[src/inc/jss_pkg.sv]
// Package of constants and types for the JESD sync input select block.
package jss_pkg;

  // ----------------------------------------
  // Selection and enable encodings
  // ----------------------------------------
  localparam logic SYNC_SEL_SINGLE = 1'h0;
  localparam logic SYNC_SEL_DIFF = 1'h1;
  localparam logic TS_RECV_ON = 1'h1;

  // ----------------------------------------
  // Reset values and sizes
  // ----------------------------------------
  localparam int SYNC_STAGES = 3;
  localparam logic SYNC_RESET_LEVEL = 1'h1;
  localparam int SYSREF_DIV_W = 8;
  localparam logic [7:0] SYSREF_DIV_RESET = 8'h00;
  localparam int ILAS_LEN = 4;
  localparam logic [7:0] ILAS_CNT_RESET = 8'h00;

  // ----------------------------------------
  // Link start-up states
  // ----------------------------------------
  typedef enum logic [1:0] {
    JSS_IDLE,
    JSS_CGS,
    JSS_ILAS,
    JSS_DATA
  } jss_state_t;

endpackage

[src/hdl/jss_sync_stage.sv]
// Multi-stage level synchroniser for the sync request.
`timescale 1ns/1ps
module jss_sync_stage
  import jss_pkg::*;
#(
  parameter int STAGES = SYNC_STAGES
) (
  input wire logic mclk_i,
  input wire logic reset_i,
  input wire logic level_i,
  output logic level_o
);

  logic [STAGES-1:0] chain_q;

  // ----------------------------------------
  // Shift chain
  // ----------------------------------------
  always_ff @(posedge mclk_i) begin
    if (reset_i) begin
      chain_q <= {STAGES{SYNC_RESET_LEVEL}};
    end else begin
      chain_q <= {chain_q[STAGES-2:0], level_i};
    end
  end

  assign level_o = chain_q[STAGES-1];

endmodule

[src/hdl/jss_sync_select.sv]
// Sync source selection and 8b/10b link start-up sequencing.
`timescale 1ns/1ps
// What this block does
// Select 0 takes the sync request from the single-ended active-low pin.
// Sync low from the receiver starts code group synchronization on all lanes.
// Lane alignment starts only after sync returns high following code group sync.
// Select 1 takes the sync request from the differential timestamp pair.
// Serial read output is high impedance except during a serial register read.
// Rising SYSREF edges mark the timing reference for deterministic latency.
// The differential pair carries sync with active-low polarity as well.
// Timestamp pair is usable only with its receiver enable set to 1.
// The selected sync level passes a multi-stage synchroniser before use.
module jss_sync_select
  import jss_pkg::*;
#(
  parameter int ILAS_CYCLES = ILAS_LEN
) (
  input wire logic mclk_i,
  input wire logic reset_i,
  input wire logic sync_select_i,
  input wire logic timestamp_receiver_enable_i,
  input wire logic timestamp_enable_i,
  input wire logic single_ended_sync_n_i,
  input wire logic diff_timestamp_pair_i,
  input wire logic sysref_i,
  input wire logic serial_read_active_i,
  input wire logic serial_read_bit_i,
  output logic cgs_active_o,
  output logic ilas_active_o,
  output logic link_data_o,
  output logic sysref_mark_o,
  output logic timestamp_o,
  output logic serial_read_output_o,
  output logic serial_read_output_oe_o
);

  // ----------------------------------------
  // Source selection
  // ----------------------------------------
  logic ts_usable;
  logic sync_raw_n;
  logic sync_n;
  logic [7:0] ilas_cnt_q;
  logic sysref_q;
  jss_state_t state_q;
  jss_state_t state_d;
  logic ilas_done;

  // ----------------------------------------
  // State decoding
  // ----------------------------------------
  // Tells whether a state equals the wanted one.
  function automatic logic in_state(input jss_state_t now, input jss_state_t want);
    return now == want;
  endfunction

  // The pair counts only while its receiver is powered.
  assign ts_usable = (timestamp_receiver_enable_i == TS_RECV_ON);

  // The selected level is still raw and may change at any edge.
  always_comb begin
    if (sync_select_i == SYNC_SEL_DIFF) begin
      // An unpowered receiver reads as released high.
      sync_raw_n = ts_usable ? diff_timestamp_pair_i : 1'b1;
    end else begin
      sync_raw_n = single_ended_sync_n_i;
    end
  end

  // ----------------------------------------
  // Synchroniser
  // ----------------------------------------
  jss_sync_stage #(
    .STAGES(SYNC_STAGES)
  ) u_sync (
    .mclk_i(mclk_i),
    .reset_i(reset_i),
    .level_i(sync_raw_n),
    .level_o(sync_n)
  );

  // ----------------------------------------
  // Start-up sequence
  // ----------------------------------------
  // A low sync in alignment or data restarts code group synchronization.
  always_comb begin
    state_d = state_q;
    unique case (state_q)
      JSS_IDLE: begin
        if (!sync_n) begin
          state_d = JSS_CGS;
        end
      end
      JSS_CGS: begin
        if (sync_n) begin
          state_d = JSS_ILAS;
        end
      end
      JSS_ILAS: begin
        if (!sync_n) begin
          state_d = JSS_CGS;
        end else if (ilas_done) begin
          state_d = JSS_DATA;
        end
      end
      JSS_DATA: begin
        if (!sync_n) begin
          state_d = JSS_CGS;
        end
      end
    endcase
  end

  // ----------------------------------------
  // State register
  // ----------------------------------------
  // The register holds the link start-up state.
  always_ff @(posedge mclk_i) begin
    if (reset_i) begin
      state_q <= JSS_IDLE;
    end else begin
      state_q <= state_d;
    end
  end

  // ----------------------------------------
  // Lane alignment counter
  // ----------------------------------------
  assign ilas_done = (ilas_cnt_q == 8'(ILAS_CYCLES - 1));

  // The count restarts whenever the next state leaves alignment.
  always_ff @(posedge mclk_i) begin
    if (reset_i || !in_state(state_d, JSS_ILAS)) begin
      ilas_cnt_q <= ILAS_CNT_RESET;
    end else if (in_state(state_q, JSS_ILAS)) begin
      ilas_cnt_q <= ilas_cnt_q + 8'h01;
    end
  end

  // ----------------------------------------
  // Link status outputs
  // ----------------------------------------
  // Outputs follow the next state so they line up with the state register.
  always_ff @(posedge mclk_i) begin
    if (reset_i) begin
      cgs_active_o <= 1'b0;
    end else begin
      cgs_active_o <= in_state(state_d, JSS_CGS);
    end
  end

  always_ff @(posedge mclk_i) begin
    if (reset_i) begin
      ilas_active_o <= 1'b0;
    end else begin
      ilas_active_o <= in_state(state_d, JSS_ILAS);
    end
  end

  always_ff @(posedge mclk_i) begin
    if (reset_i) begin
      link_data_o <= 1'b0;
    end else begin
      link_data_o <= in_state(state_d, JSS_DATA);
    end
  end

  // ----------------------------------------
  // SYSREF reference and timestamp
  // ----------------------------------------
  // The previous SYSREF level finds its rising edge.
  always_ff @(posedge mclk_i) begin
    if (reset_i) begin
      sysref_q <= 1'b0;
    end else begin
      sysref_q <= sysref_i;
    end
  end

  // A mark is one cycle wide on each rising SYSREF edge.
  always_ff @(posedge mclk_i) begin
    if (reset_i) begin
      sysref_mark_o <= 1'b0;
    end else begin
      sysref_mark_o <= sysref_i && !sysref_q;
    end
  end

  // ----------------------------------------
  // Timestamp
  // ----------------------------------------
  // The timestamp reads the pair active low, as the sync does.
  always_ff @(posedge mclk_i) begin
    if (reset_i) begin
      timestamp_o <= 1'b0;
    end else begin
      timestamp_o <= ts_usable && timestamp_enable_i && !diff_timestamp_pair_i;
    end
  end

  // ----------------------------------------
  // Serial read output
  // ----------------------------------------
  // Data is held low while the pin is released.
  always_ff @(posedge mclk_i) begin
    if (reset_i) begin
      serial_read_output_o <= 1'b0;
    end else begin
      serial_read_output_o <= serial_read_active_i ? serial_read_bit_i : 1'b0;
    end
  end

  always_ff @(posedge mclk_i) begin
    if (reset_i) begin
      serial_read_output_oe_o <= 1'b0;
    end else begin
      serial_read_output_oe_o <= serial_read_active_i;
    end
  end

endmodule

[config.mk]
export PLATFORM = sky130hd
export DESIGN_NAME = jss_sync_select
export DESIGN_NICKNAME = d
export VERILOG_FILES = /design/src/inc/jss_pkg.sv /design/src/hdl/jss_sync_stage.sv /design/src/hdl/jss_sync_select.sv
export SDC_FILE = /design/constraint.sdc
export NUM_CORES = 1
export LEC_CHECK = 0
export BUFFER_PORTS_ARGS = -buffer_cell sky130_fd_sc_hd__buf_2
export CORE_MARGIN = 4
export CORE_UTILIZATION = 50
export CTS_CLUSTER_DIAMETER = 60
export DETAILED_ROUTE_END_ITERATION = 10
export PLACE_DENSITY_LB_ADDON = 0.15
export SLEW_MARGIN = 20
export SYNTH_ARGS = -nofsm -noshare
export SYNTH_HDL_FRONTEND = slang
export SYNTH_SLANG_ARGS = --single-unit
[constraint.sdc]
create_clock -name mclk_i -period 3.38 [get_ports mclk_i]
set_input_delay 0.338 -clock mclk_i [delete_from_list [all_inputs] [get_ports mclk_i]]
set_output_delay 0.338 -clock mclk_i [all_outputs]
set_load 0.01 [all_outputs]
Word-level counts from Yosys, hierarchy flattened
Index checks and enable logic that the tools add are counted.

Register bits after elaboration: 21. Input port bits: 10. Output and inout port bits: 7. Word-level logic and storage cells: 37.

Add/subtract/negate cells: 1. Eq/ne operators: 7. Multiplexer cells: 7. Bitwise gates (word level): 1. Reductions and logical operators: 10.

Operators with widths (count): 8-bit by 1-bit adder with 8-bit output, second input constant (1); 2-bit == test, second input constant (4); 8-bit by 2-bit == test with 1-bit output, second input constant (1); 2-bit 2-to-1 mux (4); 2-bit case mux with 3 select lines (1); 2-bit by 1-bit == test with 1-bit output, second input constant (2); 2-bit OR reduction (2); 1-bit logical AND (3); 1-bit zero test (3); 2-bit zero test (1); 1-bit 2-to-1 mux (2); 1-bit logical OR (1); 1-bit NOT (1).

Depth between registers and ports, before layout
Gate-level depths: netlist (run 1).

Depth in word-level cells: 7. Depth in mapped cells: 8. Gate-level depth less buffers: 6.

Hierarchy
A second synthesis (run 1) with hierarchy kept.

Cell total of the unflattened synthesis: 83. Area, all modules: 854.6 sq um.

Modules (own cells, without submodules): jss_sync_select (times used 1, cells an instance 77, area an instance 775.7 sq um, seq. area each 360.3 sq um); jss_sync_stage (times used 1, cells an instance 6, area an instance 78.8 sq um, seq. area each 60.1 sq um).

Least setup slack after synthesis (run 1)
No wires, ideal clock.

Path type: flip-flop to flip-flop. Start: register ilas_cnt_q[2]. End: register ilas_cnt_q[0]. Library setup time: 0.073 ns. Arrival time: 1.831 ns. Data required time: 3.307 ns. Path slack: 1.476 ns. Cell stages (with the launch flop): 6. Buffers on the path: 1. Clock period less this slack: 1.904 ns. Cell sequence: dfxtp_1 or4_1 o311a_1 or3_1 buf_6 nor3_2.

Word-level cells in the longest chain between the ends: 7.

RTL lines: start, declared (RTL line jss_sync_select.sv:43) `logic [7:0] ilas_cnt_q;`; start signal, assigned (RTL line jss_sync_select.sv:136) `ilas_cnt_q <= ilas_cnt_q + 8'h01;`; 8-bit by 2-bit == test with 1-bit output (RTL line jss_sync_select.sv:129) `assign ilas_done = (ilas_cnt_q == 8'(ILAS_CYCLES - 1));`; 2-bit 2-to-1 mux (RTL line jss_sync_select.sv:102) `end else if (ilas_done) begin`; 2-bit 2-to-1 mux (RTL line jss_sync_select.sv:100) `if (!sync_n) begin`; 2-bit case mux with 3 select lines (RTL line jss_sync_select.sv:88) `unique case (state_q)`; 2-bit == test (RTL line jss_sync_select.sv:54) `return now == want;`; 1-bit zero test (RTL line jss_sync_select.sv:133) `if (reset_i || !in_state(state_d, JSS_ILAS)) begin`; 1-bit logical OR (RTL line jss_sync_select.sv:133).

No other way between the ends. A chain may end at the register's enable or synchronous reset.

Final worst setup path (run 1)
Start: register ilas_cnt_q[2]. End: register ilas_cnt_q[1].

Same word-level chain as after synthesis.

==> results of run 1 <==
stage by stage:
stage / power, mW / utilization, % / cells / hold slack (ps)
after floorplan: 0.279 / - / 82 / 367
after global placement: 0.289 / 60.2 / 112 / 372
after detailed placement: 0.290 / 60.2 / 112 / 378
after CTS: 0.405 / 62.0 / 116 / 195
after global routing: 0.421 / 62.0 / 116 / 195
final: 0.400 / 62.0 / 116 / 203
cell families (layout without fill, tap and decap cells):
| group | after synthesis | count (layout) | synth area share [%] |
|---|---|---|---|
| buffers and inverters | 7 | 25 | 4.40 |
| xor gates and xnor gates | 7 | 7 | 7.18 |
| DFF | 21 | 21 | 49.3 |
| muxes | 1 | 1 | 1.17 |
| and+or+nand+nor | 37 | 37 | 29.0 |
| AOI/OAI and AO/OA | 6 | 6 | 4.55 |
| adders and majority gates | 3 | 3 | 4.40 |
cells in the final DEF, fill, tap and decap left out:
master,synthesis,routed
nor3_1,1,1
nand2_1,5,5
xnor2_1,4,4
mux2i_1,1,1
inv_1,4,4
o211ai_1,1,1
nand2b_1,1,1
ha_1,3,3
nor4bb_1,1,1
buf_4,1,1
nor3b_1,1,1
and3b_1,1,1
or2_2,3,3
a31oi_1,1,1
a21oi_1,1,1
clkbuf_4,0,3
nand3b_1,1,1
buf_2,0,16
nand4_1,2,2
nor2b_1,4,4
nor3_2,8,8
o21ai_0,2,2
or3_1,3,3
and2_1,1,1
dfxtp_1,21,21
o311a_1,1,1
xor2_1,3,3
or4_1,1,1
nor2_1,4,4
clkinv_2,0,1
critical path, delay by kind of cell, from the launching register on:
kind	cells	cell delay, ps
simple gates	3	1340
compound gates	1	370
flops	1	350
flip-flops by register name, summed over array words and instances, names as in the netlist:
signal,flops
serial_read_output_o,1
timestamp_o,1
ilas_active_o,1
u_sync.chain_q,3
sysref_mark_o,1
state_q,2
cgs_active_o,1
ilas_cnt_q,8
serial_read_output_oe_o,1
link_data_o,1
sysref_q,1
power breakdown:
part	internal, mW	leakage, nW	switching, mW
clock network	0.0439	0.0177	0.0721
registers	0.253	0.171	0.00178
logic	0.0138	0.198	0.0154
total	0.311	0.387	0.0893
final timing paths:
path / slack [ps] / depth (start not counted) / to / from
hold / removal: 200 / 2 / timestamp_o$_SDFF_PP0_ / diff_timestamp_pair_i
setup / recovery: 1240 / 4 / ilas_cnt_q[1]$_SDFFE_PP0P_ / ilas_cnt_q[2]$_SDFFE_PP0P_
hold reg to reg: 390 / 1 / sysref_mark_o$_SDFF_PP0_ / sysref_q$_SDFF_PP0_
setup reg to reg: 1240 / 4 / ilas_cnt_q[1]$_SDFFE_PP0P_ / ilas_cnt_q[2]$_SDFFE_PP0P_
metal layers:
layer | wire length, um | up-vias
li1 | - | 311
met1 | 658 | 262
met2 | 569 | 13
met3 | 90 | 2
met4 | 10 | 0
met5 | 0 | -
cell type report:
cell class | count | area (um^2)
Clock buffer | 3 | 22.5
Sequential cell | 21 | 420
Clock inverter | 1 | 5.00
Multi-Input combinational cell | 54 | 395
Tap cell | 16 | 20.0
Timing Repair Buffer | 17 | 87.6
Inverter | 4 | 15.0
Fill cell | 131 | 593
==> results by group, run 1 <==
Status
  – Status: completed

Setup path
  – Endpoint class of the critical path: register
  – CP cell instances: or4_1 -> o311a_1 -> or3_1 -> nor3_2
  – CP max stage delay: 570 ps
  – Critical path required time: 3600 ps
  – Critical Path AT: 2360 ps
  – Worst setup path class: register to register
  – CP max-delay cell: or3_1
  – Critical path startpoint category: register
  – CP max FO: 10

Logic synthesis
  – Yosys cell types: 29
  – Post-synth ARST share: 0%
  – Syn_nets: 95
  – Syn Inst Count: 82
  – Ys Warns: 0
  – Post-synth top cells: 21 x dfxtp_1, 8 x nor3_2, 5 x nand2_1
  – Seq/Total Area, Yosys: 49.3%
  – Most numerous cell in the Yosys netlist: dfxtp_1
  – Dominant cell type by area after synthesis: dfxtp_1
  – Dominant synthesized flop cell: dfxtp_1
  – #FFs+latches synth: 21
  – Synth Cell Area: 853 um^2
  – Synth top area share: 49.3%
  – Post-synth EDFFs: 0
  – Mapped Avg Cell Area: 10.4 um^2
  – Largest cells by area after synthesis: dfxtp_1 49%, nor3_2 9.4%, ha_1 4.4%

Timing
  – Worst slew pin tran: 502 ps
  – Fin Clk Skew: 3.22 ps
  – Rel. slew slack: 66.5%
  – Final setup viols: 0
  – Fmax: 467 MHz
  – RSZ-0062 raised after global routing: false
  – Pins Over Slew Limit: 0
  – Minimum clock period: 2140 ps
  – Crit share post-route: 63.3%
  – Final Hold Fails: 0
  – Worst Slack Setup Final: 1240 ps
  – TNS Setup: 0 ps

GRT
  – Initial antenna violation count: 0
  – Met1 Usage GRT: 15.8%
  – First-pass GRT wire length: 2300 um
  – Largest net degree at the start of global routing: 13
  – Total track usage: 11.9%
  – GRT met3 Usage: 4.28%
  – Most Crowded Layer GR: met2
  – Vias in the first global route: 557
  – Met2 Usage GRT: 18.3%
  – Grt ovf: 0

Final layout
  – Fin nets: 114
  – Share of cells above drive strength 1: 32.0%
  – Area growth from synthesis to layout: 13.2%
  – Antenna Cells: 0
  – Final instance area: 966 um^2

Min path
  – Worst hold path type: input port to register

Route
  – Initial DRT Pass Iterations: 4
  – Via/cell ratio: 5.07
  – DRT antenna net count: 0
  – Routed wire length: 1330 um
  – Vias: 588
  – DRC viols: 0
  – DR WL/cell: 11.4 um
  – Initial drt markers: 5

Clock tree
  – Postcts setup bufs: 0
  – Clock buffer depth: 2
  – CTS resizes: 0
  – CTS root buf: clkbuf_4
  – H-tree levels: 1
  – CTS tree: yes
  – Later-pin clock latency in the skew report: 290 ps
  – Cts hold-fix bufs: 0
  – Clock-pin slew on the worst setup and hold paths: 110 ps
  – Num CTS Buffers: 3
  – Clk sinks: 21

Pwr
  – Leakage: 0.387 nW
  – PwrDens: 414 nW/um^2
  – Maximum VDD drop: 0.000364 V

Die
  – Die area: 2430 um^2
  – Die X: 49.3 um
  – CORE AREA: 1560 um^2
  – Cell Rows: 14
  – # IOs: 17
  – Die H: 49.3 um
  – Initial Util: 54.7%

Run
  – Max Cap Viol: 0

Place
  – Pre-CTS setup slack: 1260 ps
  – Area after DPL: 938 um^2
  – GPL Wtd Cong: 0.740
  – I/O Buffers: 16
  – Detailed placement HPWL: 964 um
No activity file was read; power rests on OpenSTA's default activity.
==> run 2, diff against run 1 <==
--- a/config.mk
+++ b/config.mk
@@ -5,6 +5,7 @@
 export SDC_FILE = /design/constraint.sdc
 export NUM_CORES = 1
 export LEC_CHECK = 0
+export ABC_AREA = 1
 export BUFFER_PORTS_ARGS = -buffer_cell sky130_fd_sc_hd__buf_2
 export CORE_MARGIN = 4
 export CORE_UTILIZATION = 50
==> constraint.sdc (replaced) <==
create_clock -name mclk_i -period 2 [get_ports mclk_i]
set_input_delay 0.2 -clock mclk_i [delete_from_list [all_inputs] [get_ports mclk_i]]
set_output_delay 0.2 -clock mclk_i [all_outputs]
set_load 0.01 [all_outputs]
==> run 2 against run 1 <==
Compared with the run above: sequential power is 69% higher; die area grew 0.12%; final cell count increased by 18%; sequential share of layout area fell by 0.056 points; global-route usage rose by 0.47 points; via count up 8.8%; critical path type unchanged.
==> results by group, run 2 <==
Clock tree
  – CTS root buf: clkbuf_4
  – Postcts setup bufs: 0 (unchanged)
  – H-tree levels: 1 (unchanged)
  – Clock-pin slew on the worst setup and hold paths: 100 ps (about the same)
  – CTS resizes: 0 (unchanged)
  – CTS tree: yes
  – Cts hold-fix bufs: 0 (unchanged)
  – Later-pin clock latency in the skew report: 290 ps (about the same)
  – Num CTS Buffers: 3 (unchanged)
  – Clk sinks: 21 (unchanged)
  – Clock buffer depth: 2 (unchanged)

Timing
  – Worst slew pin tran: 228 ps (-274 ps)
  – Minimum clock period: 1500 ps (-641 ps)
  – TNS Setup: 0 ps (unchanged)
  – Rel. slew slack: 84.4% (+18 points)
  – Crit share post-route: 75.0% (+12 points)
  – Fin Clk Skew: 4.11 ps (+0.885 ps)
  – Worst Slack Setup Final: 501 ps (-739 ps)
  – Final Hold Fails: 0 (unchanged)
  – RSZ-0062 raised after global routing: false
  – Pins Over Slew Limit: 0 (unchanged)
  – Fmax: 667 MHz (+43%)
  – Final setup viols: 0 (unchanged)
  – WHS: 98.9 ps (-104 ps)

Setup path
  – Critical path startpoint category: register
  – Levels on crit path: 8 (+4)
  – CP max FO: 9 (-1)
  – CP max stage delay: 330 ps (-240 ps)
  – Reg2Reg Setup Slack: 500 ps (-740 ps)
  – Worst setup path class: register to register
  – CP cell instances: inv_1 -> ha_1 -> nand2_1 -> nor2_1 -> nand2_1 -> a21oi_4 -> nand3_4 -> nor2_1
  – Critical Path AT: 1730 ps (-630 ps)
  – Endpoint class of the critical path: register
  – Register-to-Register Path Depth: 8 (+4)
  – Buffers and inverters on the worst path: 1 (+1)
  – CP max-delay cell: dfxtp_1
  – Critical path required time: 2230 ps (-1370 ps)
  – Crit path max-delay family: simple AND/OR/NAND/NOR gates

Logic synthesis
  – Seq/Total Area, Yosys: 49.2% (-0.072 points)
  – Dominant synthesized flop cell: dfxtp_1
  – Synth Cell Area: 855 um^2 (+0.15%)
  – Most numerous cell in the Yosys netlist: dfxtp_1
  – Compound-cell area share of the yosys netlist: 4.25% (-0.30 points)
  – Simple-gate portion of the synthesized area: 24.6% (-4.4 points)
  – Synth top area share: 49.2% (-0.072 points)
  – Post-synth ARST share: 0% (unchanged)
  – Synth Area in Adders: 4.39% (-0.0064 points)
  – Ys Warns: 0 (unchanged)
  – Largest family of logic cells by synthesized area: simple AND/OR/NAND/NOR gates
  – Post-synth top cells: 21 x dfxtp_1, 19 x nor2_1, 18 x nand2_1
  – Largest cells by area after synthesis: dfxtp_1 49%, nor2_1 8.3%, nand2_1 7.9%
  – Syn_nets: 116 (+22%)
  – Post-synth EDFFs: 0 (unchanged)
  – Yosys cell types: 20 (-31%)
  – Mapped Avg Cell Area: 8.30 um^2 (-20%)
  – Syn Inst Count: 103 (+26%)
  – Mux share of post-synthesis cell area: 1.17% (-0.0017 points)
  – #FFs+latches synth: 21 (unchanged)
  – Dominant cell type by area after synthesis: dfxtp_1
  – Post-synthesis xor/xnor area fraction: 7.17% (-0.011 points)

Die
  – Die H: 49.3 um (about the same)
  – CORE AREA: 1560 um^2 (unchanged)
  – Die X: 49.3 um (about the same)
  – # IOs: 17 (unchanged)
  – Die area: 2430 um^2 (+0.12%)
  – Cell Rows: 14 (unchanged)
  – Initial Util: 54.8% (+0.080 points)

GRT
  – Total track usage: 12.4% (+0.47 points)
  – Grt ovf: 0 (unchanged)
  – First-pass GRT wire length: 2380 um (+3.3%)
  – Vias in the first global route: 616 (+11%)
  – Initial antenna violation count: 0 (unchanged)
  – Largest net degree at the start of global routing: 13 (unchanged)

Final layout
  – Max FFs per register: 8 (unchanged)
  – Largest Register: ilas_cnt_q
  – Most frequent cells in the layout: 21 x dfxtp_1, 19 x nor2_1, 18 x nand2_1, 17 x inv_1, 16 x buf_2
  – Share of cells above drive strength 1: 21.5% (-11 points)
  – Final Non-Filler Cells: 137 (+18%)
  – Most common cell after layout, fill and taps aside: dfxtp_1
  – Top Registers: ilas_cnt_q (8), u_sync.chain_q (3), state_q (2)
  – Antenna Cells: 0 (unchanged)
  – Sequential Area: 420 um^2 (unchanged)
  – Multi-input logic area: 355 um^2 (-10%)
  – Fillers: 148 (+13%)
  – Area growth from synthesis to layout: 13.2% (about the same)
  – Fin nets: 135 (+18%)
  – Layout Utilization: 62.0% (+0.080 points)

Route
  – Initial DRT Pass Iterations: 4 (unchanged)
  – DRT antenna net count: 0 (unchanged)
  – Initial drt markers: 8 (+3)
  – Vias: 640 (+8.8%)
  – DRC viols: 0 (unchanged)
  – DR WL/cell: 9.54 um (-17%)
  – Routed wire length: 1310 um (-1.6%)
  – Via/cell ratio: 4.67 (-7.8%)

Min path
  – Hold Path Cell Cnt: 2 (unchanged)
  – Worst hold path type: input port to register

Status
  – Status: completed

Pwr
  – PwrDens: 696 nW/um^2 (+68%)
  – Maximum VDD drop: 0.000519 V (+42%)
  – Leakage: 0.449 nW (+16%)

Run
  – Max Cap Viol: 0 (unchanged)

Place
  – I/O Buffers: 16 (unchanged)
  – Detailed placement HPWL: 1090 um (+13%)
  – Placed insts: 133 (+19%)
  – Pre-CTS setup slack: 487 ps (-769 ps)
  – GPL Wtd Cong: 0.829 (+12%)
run 2: where the power goes:
group          internal (mW)  switching [mW]  total [mW]
combinational         0.0232          0.0307      0.0540
clock                 0.0742           0.113       0.187
sequential             0.429         0.00337       0.432
total                  0.526           0.147       0.673
run 2: final cells by class:
| cell class | count | share of cell area [%] |
|---|---|---|
| Timing Repair Buffer | 16 | 8.28 |
| Tap cell | 16 | 2.07 |
| Clock buffer | 3 | 2.33 |
| Multi-Input combinational cell | 63 | 36.7 |
| Sequential cell | 21 | 43.5 |
| Clock inverter | 1 | 0.517 |
| Inverter | 17 | 6.60 |
run 2: stage by stage:
step           area, um^2  power (mW)
4_1_cts               967       0.686
3_5_place_dp          940       0.497
5_1_grt               967       0.720
3_3_place_gp          940       0.495
6_report              967       0.673
2_1_floorplan         855       0.479
run 2: final timing paths:
check | endpoint | startpoint
min | u_sync.chain_q[0]$_SDFF_PP1_ | sync_select_i
max | ilas_cnt_q[2]$_SDFFE_PP0P_ | state_q[0]$_SDFF_PP0_
min reg2reg | sysref_mark_o$_SDFF_PP0_ | sysref_q$_SDFF_PP0_
max reg2reg | ilas_cnt_q[2]$_SDFFE_PP0P_ | state_q[0]$_SDFF_PP0_
run 2: logic make-up (layout without fill, tap and decap cells):
| family | after synthesis | count (layout) |
|---|---|---|
| AO/OA/AOI/OAI | 5 | 5 |
| XOR/XNOR | 7 | 7 |
| adder cells (fa/ha/maj) | 3 | 3 |
| buffers and inverters | 19 | 37 |
| flip-flops | 21 | 21 |
| multiplexers | 1 | 1 |
| AND/OR/NAND/NOR | 47 | 47 |
run 2: routing by layer:
metal	share of wire [%]	track usage [%]	up-vias
met5	0	0	-
met4	0.99	4.27	0
met3	5.6	2.75	2
met2	42	19.0	17
met1	52	17.0	278
li1	-	-	343
==> run 3, diff against run 2 <==
--- a/config.mk
+++ b/config.mk
@@ -5,10 +5,10 @@
 export SDC_FILE = /design/constraint.sdc
 export NUM_CORES = 1
 export LEC_CHECK = 0
-export ABC_AREA = 1
+export ABC_AREA = 0
 export BUFFER_PORTS_ARGS = -buffer_cell sky130_fd_sc_hd__buf_2
 export CORE_MARGIN = 4
-export CORE_UTILIZATION = 50
+export CORE_UTILIZATION = 46
 export CTS_CLUSTER_DIAMETER = 60
 export DETAILED_ROUTE_END_ITERATION = 10
 export PLACE_DENSITY_LB_ADDON = 0.15
==> constraint.sdc (replaced) <==
create_clock -name mclk_i -period 1.3 [get_ports mclk_i]
set_input_delay 0.13 -clock mclk_i [delete_from_list [all_inputs] [get_ports mclk_i]]
set_output_delay 0.13 -clock mclk_i [all_outputs]
set_load 0.01 [all_outputs]
==> run 3 against run 2 <==
Compared with the run above: the run now ends with negative setup slack left; first-iteration DRC count down 63%; largest power group unchanged; total power grew 61%; critical path depth down 3; flip-flop and latch count stayed put.
==> results by group, run 3 (synthesis results as in run 1) <==
Timing
  – Crit share post-route: 141% (+66 points)
  – Pins Over Slew Limit: 0 (unchanged)
  – Final setup viols: 13 (+13)
  – Worst Slack Setup Final: -537 ps (-1040 ps)
  – Worst slew pin tran: 316 ps (+87.7 ps)
  – Final Hold Fails: 0 (unchanged)
  – Rel. slew slack: 78.9% (-5.4 points)
  – Minimum clock period: 1840 ps (+338 ps)
  – Fmax: 544 MHz (-18%)
  – RSZ-0062 raised after global routing: true
  – Fin Clk Skew: 2.48 ps (-1.63 ps)
  – WHS: 18.9 ps (-80.0 ps)

Die
  – Cell Rows: 15 (+1)
  – Die X: 51.1 um (+3.5%)
  – Initial Util: 48.9% (-5.9 points)
  – CORE AREA: 1750 um^2 (+12%)
  – Die H: 51.1 um (+3.5%)
  – Die area: 2610 um^2 (+7.1%)
  – # IOs: 17 (unchanged)

Clock tree
  – CTS tree: yes
  – Clock buffer depth: 2 (unchanged)
  – H-tree levels: 1 (unchanged)
  – Later-pin clock latency in the skew report: 300 ps (about the same)
  – Clk sinks: 21 (unchanged)
  – CTS root buf: clkbuf_4
  – Num CTS Buffers: 3 (unchanged)
  – Clock-pin slew on the worst setup and hold paths: 110 ps (about the same)

Route
  – Routed wire length: 1600 um (+23%)
  – Initial DRT Pass Iterations: 2 (-2)
  – Vias: 693 (+8.3%)
  – Initial drt markers: 3 (-5)
  – DR WL/cell: 10.9 um (+14%)
  – DRC viols: 0 (unchanged)
  – Via/cell ratio: 4.71 (+0.92%)
  – DRT antenna net count: 0 (unchanged)

Pwr
  – Leakage: 0.506 nW (+13%)
  – Maximum VDD drop: 0.000669 V (+29%)
  – PwrDens: 904 nW/um^2 (+30%)

GRT
  – Grt ovf: 0 (unchanged)
  – Largest net degree at the start of global routing: 13 (unchanged)
  – First-pass GRT wire length: 2830 um (+19%)
  – Initial antenna violation count: 0 (unchanged)
  – Total track usage: 14.8% (+2.4 points)
  – Vias in the first global route: 678 (+10%)

Final layout
  – Sequential Area: 423 um^2 (+0.60%)
  – Multi-input logic area: 425 um^2 (+20%)
  – Max FFs per register: 8 (unchanged)
  – Fin nets: 136 (+0.74%)
  – Share of cells above drive strength 1: 49.2% (+28 points)
  – Top Registers: ilas_cnt_q (8), u_sync.chain_q (3), state_q (2)
  – Antenna Cells: 0 (unchanged)
  – Fillers: 149 (+0.68%)
  – Largest Register: ilas_cnt_q
  – Most frequent cells in the layout: 19 x dfxtp_1, 19 x buf_4, 16 x buf_2, 7 x nor3_2, 5 x nand2_1
  – Area growth from synthesis to layout: 40.3%

Status
  – Status: complete, but fails checks
  – Failing checks: negative setup slack

Setup path
  – Critical Path AT: 2080 ps (+350 ps)
  – Reg2Reg Setup Slack: -540 ps (-1040 ps)
  – Worst Setup SP: ilas_cnt_q[5]$_SDFFE_PP0P_
  – Buffers and inverters on the worst path: 1 (unchanged)
  – Endpoint class of the critical path: register
  – CP max stage delay: 520 ps (+190 ps)
  – CP max FO: 6 (-3)
  – Levels on crit path: 5 (-3)
  – Critical path startpoint category: register
  – Crit Reg-Reg Endpoint: ilas_active_o$_SDFF_PP0_
  – CP cell instances: or4_4 -> o311a_1 -> or3_4 -> buf_6 -> nor2_1
  – Crit Reg-Reg Startpoint: ilas_cnt_q[5]$_SDFFE_PP0P_
  – End of the critical path: ilas_active_o$_SDFF_PP0_
  – Crit path max-delay family: simple AND/OR/NAND/NOR gates
  – CP max-delay cell: or4_4
  – Worst setup path class: register to register
  – Critical path required time: 1550 ps (-680 ps)
  – Register-to-Register Path Depth: 5 (-3)

Min path
  – Worst hold path type: input port to register
  – Hold Path Cell Cnt: 2 (unchanged)
  – Hold_sp: serial_read_bit_i

Place
  – GPL Wtd Cong: 0.783 (-5.6%)
  – I/O Buffers: 16 (unchanged)
  – Detailed placement HPWL: 1220 um (+12%)
  – Pre-CTS setup slack: -576 ps (-1060 ps)

Run
  – Max Cap Viol: 0 (unchanged)
==> run 3: timing repair <==
action                                 4_1_cts  5_1_grt
setup endpoints to repair                   13       13
gates resized for setup                      5        4
endpoints found under the hold margin        1        0
hold buffers                                 1        0
setup buffers                                2        1
pin swaps                                    4        4
==> run 3: where the power goes <==
| part | switching (mW) | leakage, nW | total [mW] | internal (mW) |
|---|---|---|---|---|
| clock network | 0.193 | 0.0177 | 0.308 | 0.115 |
| logic | 0.0512 | 0.316 | 0.112 | 0.0607 |
| registers | 0.00413 | 0.172 | 0.662 | 0.658 |
==> run 3: metrics by stage <==
stage	total power [mW]	util [%]	cell area, um^2	TNS, ps	instances
floorplan	0.726	-	861	-6050	82
detailed placement	0.767	62.5	1090	-7210	139
CTS	1.09	67.3	1170	-6900	146
global placement	0.762	62.5	1090	-6740	139
global route	1.14	68.6	1200	-7270	147
finish	1.08	68.6	1200	-6510	147
==> run 3: worst min-delay path by stage <==
| stage | endpoint | slack (ps) |
|---|---|---|
| after CTS | serial_read_output_o$_SDFF_PP0_ | 8 |
| after global placement | timestamp_o$_SDFF_PP0_ | 310 |
| after global routing | serial_read_output_o$_SDFF_PP0_ | 10 |
| final | serial_read_output_o$_SDFF_PP0_ | 20 |
| after detailed placement | timestamp_o$_SDFF_PP0_ | 310 |
| after floorplan | cgs_active_o$_SDFF_PP0_ | 200 |
==> run 3: per-layer routing <==
| layer | track usage, % | share of wire (%) | up-vias |
|---|---|---|---|
| li1 | - | - | 359 |
| met1 | 17.3 | 45 | 319 |
| met2 | 25.1 | 51 | 11 |
| met3 | 3.79 | 3.4 | 4 |
| met4 | 6.73 | 1.1 | 0 |
| met5 | 0 | 0 | - |
==> run 3: layout make-up <==
| cell class | count | share of cell area, % |
|---|---|---|
| sequential | 21 | 35.3 |
| tap | 25 | 2.61 |
| clock buffer | 3 | 1.88 |
| multi-input combinational | 54 | 35.5 |
| timing repair buffer | 39 | 23.0 |
| clock inverter | 1 | 0.418 |
| inverter | 4 | 1.25 |
